### config.mk
export PLATFORM = sky130hd
export DESIGN_NAME = hcm_port
export DESIGN_NICKNAME = d
export VERILOG_FILES = /design/src/hcm_pkg.sv /design/src/hcm_port.sv
export SDC_FILE = /design/constraint.sdc
export NUM_CORES = 1
export LEC_CHECK = 0
export BUFFER_PORTS_ARGS = -buffer_cell sky130_fd_sc_hd__buf_2
export CORE_MARGIN = 3
export CORE_UTILIZATION = 59
export DETAILED_ROUTE_END_ITERATION = 6
export PLACE_DENSITY_LB_ADDON = 0.05
export SLEW_MARGIN = 20
export SYNTH_ARGS = -nofsm -noshare
export SYNTH_HDL_FRONTEND = slang
export SYNTH_SLANG_ARGS = --single-unit
### constraint.sdc
create_clock -name clock -period 6.45 [get_ports clock]
set_clock_uncertainty 0.15 [all_clocks]
set_input_delay 1.29 -clock clock [delete_from_list [all_inputs] [get_ports clock]]
set_output_delay 1.29 -clock clock [all_outputs]
set_load 0.01 [all_outputs]
### src/hcm_pkg.sv
// Purpose: shared constants and carriers for the host register and maintenance port
// Assumes: 250 MHz system clock, eight byte registers in flip-flops
// Notes: maintenance bit positions are given within the odd byte (register bit minus 8)
package hcm_pkg;
  localparam int CLOCK_NS = 4;
  localparam int STEP_PULSE_NS = 60;
  // least time, rounded up to whole cycles
  localparam int STEP_PULSE_CYCLES = (STEP_PULSE_NS + CLOCK_NS - 1) / CLOCK_NS;
  localparam logic [3:0] TICK_LAST = 4'(STEP_PULSE_CYCLES - 1);
  localparam logic [2:0] STEP_PULSES = 3'h5;

  localparam int ADDR_W = 18;
  localparam int DATA_W = 16;
  localparam logic [2:0] MAINT_BYTE = 3'h1;
  localparam logic [2:0] PC_WORD = 3'h4;
  localparam logic [2:0] MICROWORD_WORD = 3'h6;
  localparam logic [7:0] MAINT_RESET = 8'h00;

  localparam int M_STEP = 0;
  localparam int M_INJECT = 1;
  localparam int M_CS_ACCESS = 2;
  localparam int M_LOOPBACK = 3;
  localparam int M_CS_WRITE = 5;
  localparam int M_MASTER_CLEAR = 6;
  localparam int M_RUN = 7;

  typedef struct packed {
    logic sel;
    logic write;
    logic byte_mode;
    logic [ADDR_W-1:0] addr;
    logic [DATA_W-1:0] wdata;
  } hcm_host_req_s;

  typedef struct packed {
    logic ack;
    logic [DATA_W-1:0] rdata;
  } hcm_host_rsp_s;

  typedef struct packed {
    logic we;
    logic [2:0] addr;
    logic [7:0] wdata;
  } hcm_mp_req_s;

  typedef struct packed {
    logic mp_tick;
    logic run;
    logic step_active;
    logic inject;
    logic cs_access;
    logic cs_we;
    logic master_clear;
    logic [DATA_W-1:0] cs_addr;
    logic [DATA_W-1:0] cs_wdata;
  } hcm_maint_s;
endpackage : hcm_pkg

### src/hcm_port.sv
// Purpose: host byte registers, address and vector switches, maintenance flip-flops
// Assumes: one 250 MHz clock, synchronous active-high reset, switches and init are pins
// Notes: the host reads the shared RAM, or pc and control store for words 4 and 6 while the access bit is set; the microprocessor never writes the flip-flops
`timescale 1ns/1ps
// Operation
// - eight byte registers at octal 0-7, also reachable as words at even bytes
// - OUT is microprocessor to host, IN is host to microprocessor
// - byte 1 is maintenance; other seven bytes are free for microcode
// - maintenance byte lives in shared RAM, host writes mirrored in flip-flops
// - every defined maintenance bit is host readable and writable
// - step bit runs one instruction cycle of five 60 ns pulses
// - inject bit makes bytes 6-7 the next microword on a step
// - control store access bit sources word 4 from control store pc
// - host loads word 6 then sets write bit; reads control store via word 6
// - loopback bit held in a flip-flop driving a connector pin
// - address bits 3-12 match switches: open means 1, closed means 0
// - vector bits 3-8 from switches: open gives 0, closed gives 1
// - vector bit 2 from logic: input interrupts end 0, output end 4
// - address bits 0-2 select one of eight byte registers
// - write bit with access bit stores word 6 at address in word 4
// - run bit gates clock; bus init or master clear clears it
module hcm_port (
  input wire logic clock,
  input wire logic reset,
  input hcm_pkg::hcm_host_req_s host_req,
  output hcm_pkg::hcm_host_rsp_s host_rsp,
  input hcm_pkg::hcm_mp_req_s mp_req,
  output logic [7:0] mp_rdata,
  input wire logic [9:0] addr_switch_closed,
  input wire logic [5:0] vector_switch_closed,
  input wire logic bus_init,
  input wire logic vector_is_output,
  output logic [8:0] vector,
  input wire logic [hcm_pkg::DATA_W-1:0] cs_pc,
  input wire logic [hcm_pkg::DATA_W-1:0] cs_rdata,
  output hcm_pkg::hcm_maint_s maint_out,
  output logic serial_loopback_flag
);
  import hcm_pkg::*;

  typedef struct packed {
    logic [9:0] asw1;
    logic [9:0] asw2;
    logic [5:0] vsw1;
    logic [5:0] vsw2;
    logic init1;
    logic init2;
    logic [7:0][7:0] ram;
    logic [7:0] maint;
    logic step_busy;
    logic [2:0] step_left;
    logic [3:0] tick_cnt;
    logic mp_tick;
    logic cs_we;
    logic ack;
    logic [DATA_W-1:0] rdata;
    logic [7:0] mp_rdata;
    logic [8:0] vector;
  } hcm_state_s;

  hcm_state_s s;
  hcm_state_s next_s;
  logic hit;
  logic [2:0] idx;
  logic [7:0] new_maint;
  logic maint_wr;

  function automatic logic [DATA_W-1:0] word_at(input logic [7:0][7:0] ram, input logic [2:0] i);
    word_at = {ram[{i[2:1], 1'b1}], ram[{i[2:1], 1'b0}]};
  endfunction : word_at

  always_comb
  begin
    next_s = s;
    // pins pass two flip-flops before use
    next_s.asw1 = addr_switch_closed;
    next_s.asw2 = s.asw1;
    next_s.vsw1 = vector_switch_closed;
    next_s.vsw2 = s.vsw1;
    next_s.init1 = bus_init;
    next_s.init2 = s.init1;
    next_s.ack = 1'b0;
    next_s.mp_tick = 1'b0;
    next_s.cs_we = 1'b0;
    idx = host_req.addr[2:0];
    new_maint = s.maint;
    maint_wr = 1'b0;
    hit = host_req.sel && (&host_req.addr[ADDR_W-1:13]) && (host_req.addr[12:3] == ~s.asw2);
    // microprocessor side writes only the RAM
    if (mp_req.we)
    begin
      next_s.ram[mp_req.addr] = mp_req.wdata;
    end
    next_s.mp_rdata = s.ram[mp_req.addr];
    if (hit)
    begin
      next_s.ack = 1'b1;
      if (host_req.write)
      begin
        if (host_req.byte_mode)
        begin
          next_s.ram[idx] = idx[0] ? host_req.wdata[15:8] : host_req.wdata[7:0];
          maint_wr = (idx == MAINT_BYTE);
        end
        else
        begin
          next_s.ram[{idx[2:1], 1'b0}] = host_req.wdata[7:0];
          next_s.ram[{idx[2:1], 1'b1}] = host_req.wdata[15:8];
          maint_wr = (idx[2:1] == MAINT_BYTE[2:1]);
        end
        new_maint = host_req.wdata[15:8];
      end
      else
      begin
        // pc and control store replace words 4 and 6
        if (s.maint[M_CS_ACCESS] && idx[2:1] == PC_WORD[2:1])
          next_s.rdata = cs_pc;
        else if (s.maint[M_CS_ACCESS] && idx[2:1] == MICROWORD_WORD[2:1])
          next_s.rdata = cs_rdata;
        else
          next_s.rdata = word_at(s.ram, idx);
      end
    end
    if (maint_wr)
    begin
      next_s.maint = new_maint;
      if (new_maint[M_STEP] && !s.maint[M_STEP] && !s.step_busy)
      begin
        next_s.step_busy = 1'b1;
        next_s.step_left = STEP_PULSES;
        next_s.tick_cnt = '0;
      end
      if (new_maint[M_CS_WRITE] && !s.maint[M_CS_WRITE] && new_maint[M_CS_ACCESS])
        next_s.cs_we = 1'b1;
    end
    // init or master clear stops clock
    if (s.init2 || next_s.maint[M_MASTER_CLEAR])
      next_s.maint[M_RUN] = 1'b0;
    // 60 ns pulses; five while stepping
    if (s.maint[M_RUN] || s.step_busy)
    begin
      if (s.tick_cnt == TICK_LAST)
      begin
        next_s.tick_cnt = '0;
        next_s.mp_tick = 1'b1;
        if (s.step_busy && !s.maint[M_RUN])
        begin
          next_s.step_left = s.step_left - 3'h1;
          next_s.step_busy = (s.step_left != 3'h1);
        end
      end
      else
      begin
        next_s.tick_cnt = s.tick_cnt + 4'h1;
      end
    end
    // running clock makes a step meaningless, so drop it
    if (s.maint[M_RUN] && s.step_busy)
      next_s.step_busy = 1'b0;
    // vector bit 2 from interrupt kind
    next_s.vector = {s.vsw2, vector_is_output, 2'b00};
  end

  always_ff @(posedge clock)
  begin
    if (reset)
    begin
      s <= '0;
      s.maint <= MAINT_RESET;
    end
    else
    begin
      s <= next_s;
    end
  end

  assign host_rsp.ack = s.ack;
  assign host_rsp.rdata = s.rdata;
  // out data reaches host via ram; in data read here
  assign mp_rdata = s.mp_rdata;
  assign vector = s.vector;
  assign maint_out.mp_tick = s.mp_tick;
  assign maint_out.run = s.maint[M_RUN];
  assign maint_out.step_active = s.step_busy;
  // inject level with microword in bytes 6-7
  assign maint_out.inject = s.maint[M_INJECT];
  assign maint_out.cs_access = s.maint[M_CS_ACCESS];
  assign maint_out.cs_we = s.cs_we;
  assign maint_out.master_clear = s.maint[M_MASTER_CLEAR];
  assign maint_out.cs_addr = word_at(s.ram, PC_WORD);
  assign maint_out.cs_wdata = word_at(s.ram, MICROWORD_WORD);
  // loopback flag straight from its flip-flop
  assign serial_loopback_flag = s.maint[M_LOOPBACK];

  logic [2:0] step_ticks;
  always_ff @(posedge clock)
  begin
    // the last pulse lands as busy falls, so keep counting while it stands
    if (reset || (!s.step_busy && !s.mp_tick))
      step_ticks <= '0;
    else if (s.mp_tick)
      step_ticks <= step_ticks + 3'h1;
  end
endmodule : hcm_port

==> metrics.md, run 1 <==
| Metric | Value |
|---|---|
| Global route overflow | `0` |
| Tcrit/Tclk final | `0.562` |
| TritonCTS clock tree | `built` |
| Crit Path Class | `in -> reg` |
| Layout cells sized above 1 | `0.349` |
| Worst hold-check path type | `reg -> reg` |
| Crit Path Max Fanout | `33` |
| DIE AREA | `14900 um2` |
| Clock Latency Late Sink | `0.42 ns` |
| Endpoints failing setup | `0` |
| Post-placement cell count | `1039` |
| Clk sink count | `147` |
| Max IR drop VDD | `211 uV` |
| Drt wl/cell | `20.3 um` |
| Number of synthesized flops with an enable pin | `0` |
| # fillers | `1055` |
| Setup bufs post-CTS | `0` |
| Largest net degree at the start of global routing | `96` |
| Post-route DRC | `0` |
| TritonCTS buffer count | `17` |
| Antenna violations before repair | `0` |
| Async SR Flop Fraction | `0` |
| Finished Layout Cells | `1071` |
| Number of distinct library cells after synthesis | `54` |
| Maximum clock path buffer count | `2` |
| Sequential fraction of the synthesis area | `0.370` |
| Drt first pass iters | `4` |
| Final wirelength | `21800 um` |
| PortBufs | `172` |
| Syn Inst Count | `823` |
| Iteration-0 DRC Markers | `488` |
| Root buf cell | `clkbuf_16` |
| Routability cong. | `0.917` |
| RSZ-0062 raised after global routing | `no` |
| Vias | `6189` |
| Setup_tns | `0 ns` |
| Area Growth Syn to Fin | `11.3%` |
| Clock Pin Slew Worst Setup and Hold Paths | `0.06 ns` |
| Max Transition Viols Final | `0` |
| Netlist Area Pre-Place | `7960 um2` |
| Fin. Hold Viols | `0` |
| Vias per cell | `5.78` |
| Leading cell types in the layout, fill and taps excluded | `buf_2 (171), dfxtp_1 (147), mux2i_1 (113)` |
| Syn Area/Cell | `9.67 um2` |
| Status | `finished, final reports clean` |
| Slew HR | `0.295` |
| Antenna Nets Post-Route | `0` |
| Crit. End Element | `flip-flop` |
| MaxCap Viol Count | `0` |
| Most common cell after layout, fill and taps aside | `buf_2` |
| CP arrival | `3.72 ns` |
| DP Worst Slack | `2.42 ns` |
| H-tree Lvls | `4` |
| Seq cells post-synth | `147` |
| First-pass GRT wire length | `33200 um` |
| Fmax | `276 MHz` |
| Top_reg_cell synth | `dfxtp_1` |
| Core Region | `12900 um2` |
| Pleak | `0.00404 uW` |
| Final HPWL DP | `15800 um` |
| Post-DP Area | `8260 um2` |
| Power per standard cell area | `239 nW/um2` |
| # rows | `41` |
| Setup ws final | `2.82 ns` |
| All-Layer GR Usage | `0.294` |
| Number of top-level pins | `175` |
| CTS Hold Bufs | `0` |
| Nets | `991` |
| Number of global-route vias before repair | `6050` |
| Starting Density | `0.618` |
| Final instance area | `8860 um2` |
| CP Launch Type | `input pin` |
| Slew @ Worst Pin | `1.05 ns` |
| Antenna diodes | `0` |
| WP data required | `6.55 ns` |
| Die height | `122 um` |
| Die span in x | `122 um` |
| Post_cts resized | `0` |
| Final Critical Period | `3.63 ns` |
| Ys Warns | `0` |
path summary, 6_finish.rpt:
path              slack [ns]  cells after the start                    from            endpoint
hold / removal          0.29                      1  next_s[116]$_SDFF_PP0_   s[116]$_SDFF_PP0_
hold reg to reg         0.29                      1  next_s[116]$_SDFF_PP0_   s[116]$_SDFF_PP0_
setup reg to reg        3.66                      5       s[130]$_SDFF_PP0_  s[38]$_SDFFE_PP0P_
setup / recovery        2.82                      4            host_req[17]  s[38]$_SDFFE_PP0P_
cell usage after synthesis, types with 13 or more instances:
master	n	area share
a21oi_1	24	0.015
nor2_1	82	0.039
a22oi_1	21	0.020
mux2_2	32	0.045
mux2i_1	113	0.14
clkbuf_1	42	0.020
inv_1	13	0.0061
nand2b_1	17	0.013
or2_2	41	0.032
dfxtp_1	147	0.37
nor2b_1	54	0.042
buf_4	73	0.069
a211oi_1	23	0.022
mux4_2	17	0.048
registers in the layout, summed over array words and instances (netlist names):
register	count
s	52
maint_out	39
next_s	23
host_rsp	17
mp_rdata	8
vector	7
serial_loopback_flag	1
stage by stage:
stage | util | hold slack (ns) | total power, uW
2_1_floorplan | - | 0.248 | 1080
3_3_place_gp | 0.642 | 0.266 | 1130
3_5_place_dp | 0.642 | 0.275 | 1140
4_1_cts | 0.688 | 0.291 | 2130
5_1_grt | 0.688 | 0.301 | 2190
6_report | 0.688 | 0.286 | 2120
worst max-delay path, cell delays in order:
cell and delay [ns]:
buf_2 0.28, nor2_1 0.88, and4_1 1.00, a41oi_1 0.25
report_power, final:
| group | switching (uW) | internal [uW] |
|---|---|---|
| registers | 14.2 | 929 |
| logic | 103 | 78.3 |
| clock network | 414 | 582 |
cell families (layout without fill, tap and decap cells):
kind of cell	Yosys count	count (layout)	share of synthesized area
xor+xnor	11	11	0.0121
compound gates	100	100	0.0849
fa+ha+maj	4	4	0.00629
flops	147	147	0.370
buf+inv	146	221	0.109
other cells	1	2	0.000471
simple gates	252	252	0.182
mux	162	162	0.236
area by class of cell:
| type | count | area [um2] | area share |
|---|---|---|---|
| multi-input cells | 531 | 4160 | 0.470 |
| flip-flops and latches | 147 | 2940 | 0.332 |
| repair buffers | 176 | 893 | 0.101 |
| clock buffers | 17 | 425 | 0.0480 |
| well taps | 172 | 215 | 0.0243 |
| clock inverters | 15 | 170 | 0.0192 |
| inverters | 13 | 48.8 | 0.00551 |
per-layer routing:
layer | global-route usage | vias to the layer above | share of wire
met1 | 0.394 | 2966 | 0.43
met4 | 0.111 | 0 | 0.027
met5 | 0 | - | 0
met2 | 0.468 | 255 | 0.47
li1 | - | 2932 | -
met3 | 0.0622 | 36 | 0.074
No activity file was read; power rests on OpenSTA's default activity.
==> run 2, diff against run 1 <==
Settings changed: CORE_UTILIZATION 59 to 55.
Clock period 6.45 ns to 3.4 ns, I/O delays scaled along.
==> metrics.md, run 2 (same netlist as run 1, synthesis figures left out) <==
| Metric | Value |
|---|---|
| Status | `finished, final reports clean` |
| Max Transition Viols Final | `0` |
| Endpoints failing setup | `0` |
| Sequential Area | `2940 um2` |
| Starting Density | `0.569` |
| Die span in x | `126 um` |
| Die height | `126 um` |
| Crit path launch | `host_req[31]` |
| MaxCap Viol Count | `0` |
| Hold_sp | `s[49]$_SDFFE_PP0N_` |
| Finished Layout Cells | `1092` |
| Number of top-level pins | `175` |
| Drt wl/cell | `20.3 um` |
| Number of global-route vias before repair | `6145` |
| Clk sink count | `147` |
| Root buf cell | `clkbuf_16` |
| # fillers | `1214` |
| Routability cong. | `0.929` |
| Area of the multi-input gates | `4160 um2` |
| Slew @ Worst Pin | `0.872 ns` |
| Layout cells sized above 1 | `0.359` |
| Vias | `6288` |
| Largest net degree at the start of global routing | `91` |
| TritonCTS clock tree | `built` |
| Power per standard cell area | `444 nW/um2` |
| Setup bufs post-CTS | `0` |
| H-tree Lvls | `4` |
| Fin. Hold Viols | `0` |
| Post_cts resized | `0` |
| Nets | `1005` |
| Fraction of power spent switching nets | `0.259` |
| Pleak | `0.00409 uW` |
| CP Launch Type | `input pin` |
| Worst hold-check path type | `reg -> reg` |
| Crit Path Class | `in -> reg` |
| Slew HR | `0.419` |
| Final HPWL DP | `16300 um` |
| Sequential share of power | `0.450` |
| RSZ-0062 raised after global routing | `no` |
| RR Startpoint | `s[130]$_SDFF_PP0_` |
| Crit Path Max Fanout | `8` |
| Final wirelength | `22200 um` |
| Pint | `2940 uW` |
| Drt first pass iters | `5` |
| Iteration-0 DRC Markers | `382` |
| Tcrit/Tclk final | `0.745` |
| Clock Latency Late Sink | `0.42 ns` |
| All-Layer GR Usage | `0.278` |
| Antenna violations before repair | `0` |
| Antenna diodes | `0` |
| Most common cell after layout, fill and taps aside | `buf_2` |
| Post-route DRC | `0` |
| Fmax | `395 MHz` |
| CP arrival | `2.69 ns` |
| DIE AREA | `15900 um2` |
| Global route overflow | `0` |
| Setup_tns | `0 ns` |
| Final Critical Period | `2.53 ns` |
| Max IR drop VDD | `324 uV` |
| Top reg by flops | `s` |
| Clock Pin Slew Worst Setup and Hold Paths | `0.06 ns` |
| WP data required | `3.56 ns` |
| CTS Hold Bufs | `0` |
| First-pass GRT wire length | `34400 um` |
| Antenna Nets Post-Route | `0` |
| # rows | `43` |
| Core Region | `14000 um2` |
| Max reg flops | `52` |
| TritonCTS buffer count | `17` |
| Maximum clock path buffer count | `2` |
| Leading cell types in the layout, fill and taps excluded | `buf_2 (171), dfxtp_1 (147), mux2i_1 (113)` |
| Clock network fraction of total power | `0.459` |
| Post-placement cell count | `1061` |
| Vias per cell | `5.76` |
| Crit. End Element | `flip-flop` |
| PortBufs | `172` |
| P_sw | `1030 uW` |
| Area Growth Syn to Fin | `12.5%` |
| Logic pwr share | `0.091` |
## run 2: cell type report
type / count / share of cell area
timing repair buffer: 190 / 0.112
inverter: 13 / 0.00545
clock buffer: 17 / 0.0476
sequential: 147 / 0.329
clock inverter: 14 / 0.0162
tap: 180 / 0.0252
multi-input combinational: 531 / 0.465
## run 2: per-stage QoR
| stage | total power [uW] | utilization | setup WS (ns) | hold slack [ns] | cell area, um2 |
|---|---|---|---|---|---|
| after global placement | 2170 | 0.599 | 0.515 | 0.261 | 8380 |
| final | 3970 | 0.640 | 0.868 | 0.283 | 8950 |
| after CTS | 4000 | 0.640 | 0.909 | 0.286 | 8950 |
| after floorplan | 2050 | - | 0.873 | 0.248 | 7960 |
| after detailed placement | 2180 | 0.599 | 0.460 | 0.277 | 8380 |
| after global routing | 4100 | 0.640 | 0.790 | 0.300 | 8950 |
## run 2: metal layers
metal,global-route usage,wire [um],vias to the layer above
met2,0.438,10200,236
met1,0.366,9590,3055
met5,0,0,-
met4,0.109,692,0
met3,0.0742,1710,42
li1,-,-,2955
## run 2: power by group through the flow
stage	Sequential, uW	Combinational [uW]	Clock (uW)
floorplan	1810	237	0
global placement	1820	350	0
detailed placement	1820	357	0
CTS	1790	359	1860
global route	1790	392	1920
finish	1790	361	1820
## run 2: critical path, stage by stage
cell and delay, ns:
buf_2 0.07, nand4_1 0.11, or2_4 0.27, nor4_4 0.66, and4_2 0.53, mux2_2 0.36
## run 2: final timing paths
| kind | end | slack, ns | depth (start not counted) |
|---|---|---|---|
| worst max-delay path | s[53]$_SDFF_PP0_ | 0.87 | 6 |
| worst min-delay path | maint_out[33]$_SDFF_PP0_ | 0.28 | 1 |
| worst max register to register | s[53]$_SDFF_PP0_ | 0.89 | 5 |
| worst min register to register | maint_out[33]$_SDFF_PP0_ | 0.28 | 1 |
==> run 3, diff against run 2 <==
Settings changed: CORE_UTILIZATION 55 to 50.
Clock period 3.4 ns to 2.3 ns, I/O delays scaled along.
==> metrics.md, run 3 (same netlist as run 1, synthesis figures left out) <==
| Metric | Value |
|---|---|
| Drt first pass iters | `5` |
| Vias | `6303` |
| Status | `finished, final reports clean` |
| Routability cong. | `0.935` |
| Crit Path Class | `reg -> reg` |
| # rows | `45` |
| Power per standard cell area | `638 nW/um2` |
| Antenna Nets Post-Route | `0` |
| First-pass GRT wire length | `34100 um` |
| All-Layer GR Usage | `0.250` |
| RSZ-0062 raised after global routing | `no` |
| Root buf cell | `clkbuf_16` |
| Fmax | `460 MHz` |
| WP data required | `2.46 ns` |
| MaxCap Viol Count | `0` |
| Max reg flops | `52` |
| Crit Path Max Fanout | `8` |
| Crit. End Element | `flip-flop` |
| H-tree Lvls | `4` |
| Starting Density | `0.518` |
| Vias per cell | `5.47` |
| PortBufs | `172` |
| Number of top-level pins | `175` |
| Most common cell after layout, fill and taps aside | `buf_2` |
| Clk sink count | `147` |
| Drt wl/cell | `19.0 um` |
| Largest net degree at the start of global routing | `145` |
| CTS Hold Bufs | `0` |
| Area Growth Syn to Fin | `17.2%` |
| Max IR drop VDD | `498 uV` |
| Final instance area | `9320 um2` |
| Antenna diodes | `0` |
| Nets | `1034` |
| TritonCTS buffer count | `17` |
| Global route overflow | `0` |
| CP Launch Type | `flip-flop` |
| Max Transition Viols Final | `0` |
| Maximum clock path buffer count | `2` |
| Post-DP Area | `8730 um2` |
| DIE AREA | `17500 um2` |
| Hold WS | `0.0857 ns` |
| Setup bufs post-CTS | `0` |
| Fin. Hold Viols | `0` |
| Leading cell types in the layout, fill and taps excluded | `buf_2 (171), dfxtp_1 (147), mux2i_1 (113)` |
| Final Critical Period | `2.17 ns` |
| Die height | `132 um` |
| Clock Latency Late Sink | `0.43 ns` |
| Endpoints failing setup | `0` |
| Post-route DRC | `0` |
| TritonCTS clock tree | `built` |
| Number of global-route vias before repair | `6322` |
| Layout cells sized above 1 | `0.381` |
| CP arrival | `2.33 ns` |
| Tcrit/Tclk final | `0.945` |
| Clock Pin Slew Worst Setup and Hold Paths | `0.06 ns` |
| Top reg by flops | `s` |
| Core Region | `15400 um2` |
| Antenna violations before repair | `0` |
| Die span in x | `132 um` |
| Final wirelength | `21900 um` |
| Pleak | `0.00428 uW` |
| Slew @ Worst Pin | `0.610 ns` |
| Slew HR | `0.593` |
| Final HPWL DP | `16600 um` |
| Worst hold-check path type | `in -> reg` |
| Iteration-0 DRC Markers | `480` |
==> run 3: path summary, 6_finish.rpt <==
kind              slack (ns)                    from  depth (start not counted)                   end
setup / recovery        0.13       s[139]$_SDFF_PP0_                          6      s[52]$_SDFF_PP0_
hold / removal          0.09        vector_is_output                          2  vector[2]$_SDFF_PP0_
setup reg to reg        0.13       s[139]$_SDFF_PP0_                          6      s[52]$_SDFF_PP0_
hold reg to reg         0.29  next_s[121]$_SDFF_PP0_                          1  next_s[6]$_SDFF_PP0_
==> run 3: per-stage QoR <==
stage	util	TNS [ns]	power [uW]	setup WS, ns	instances
6_report	0.607	0	5950	0.126	1153
5_1_grt	0.607	0	6160	0.0307	1153
4_1_cts	0.607	0	6000	0.125	1153
3_5_place_dp	0.568	-1.86	3250	-0.232	1121
3_3_place_gp	0.568	-0.571	3240	-0.150	1121
2_1_floorplan	-	0	3030	0.00325	824
==> run 3: power by group <==
| group | internal [uW] | total [uW] | switching (uW) | leakage, uW |
|---|---|---|---|---|
| Sequential | 2600 | 2640 | 39.5 | 0.00119 |
| Clock | 1540 | 2750 | 1210 | 0.000293 |
| Combinational | 254 | 558 | 303 | 0.00280 |
| Total | 4400 | 5950 | 1550 | 0.00428 |
==> run 3: what timing repair did <==
item                       4_1_cts  5_1_grt
setup endpoints to repair        1        0
hold endpoints to repair         0        0
resized for setup                1        0
==> run 3: cell type report <==
type,count,area [um2]
timing repair buffer,219,1300
fill,1353,6050
sequential,147,2940
clock buffer,17,425
tap,211,264
multi-input combinational,531,4180
inverter,13,48.8
clock inverter,15,164
==> run 3: metal layers <==
metal	GRT usage	vias up	part of all wire
met4	0.125	0	0.041
met3	0.0473	48	0.062
li1	-	3009	-
met2	0.403	234	0.47
met1	0.320	3012	0.42
met5	0	-	0
==> run 3: worst max-delay path, cell delays in order, from the launching register on <==
cell and delay, ns:
dfxtp_1 0.35, xor2_1 0.20, nand4_1 0.17, nor4_4 0.27, buf_4 0.22, and4_4 0.32
mux2_2 0.36
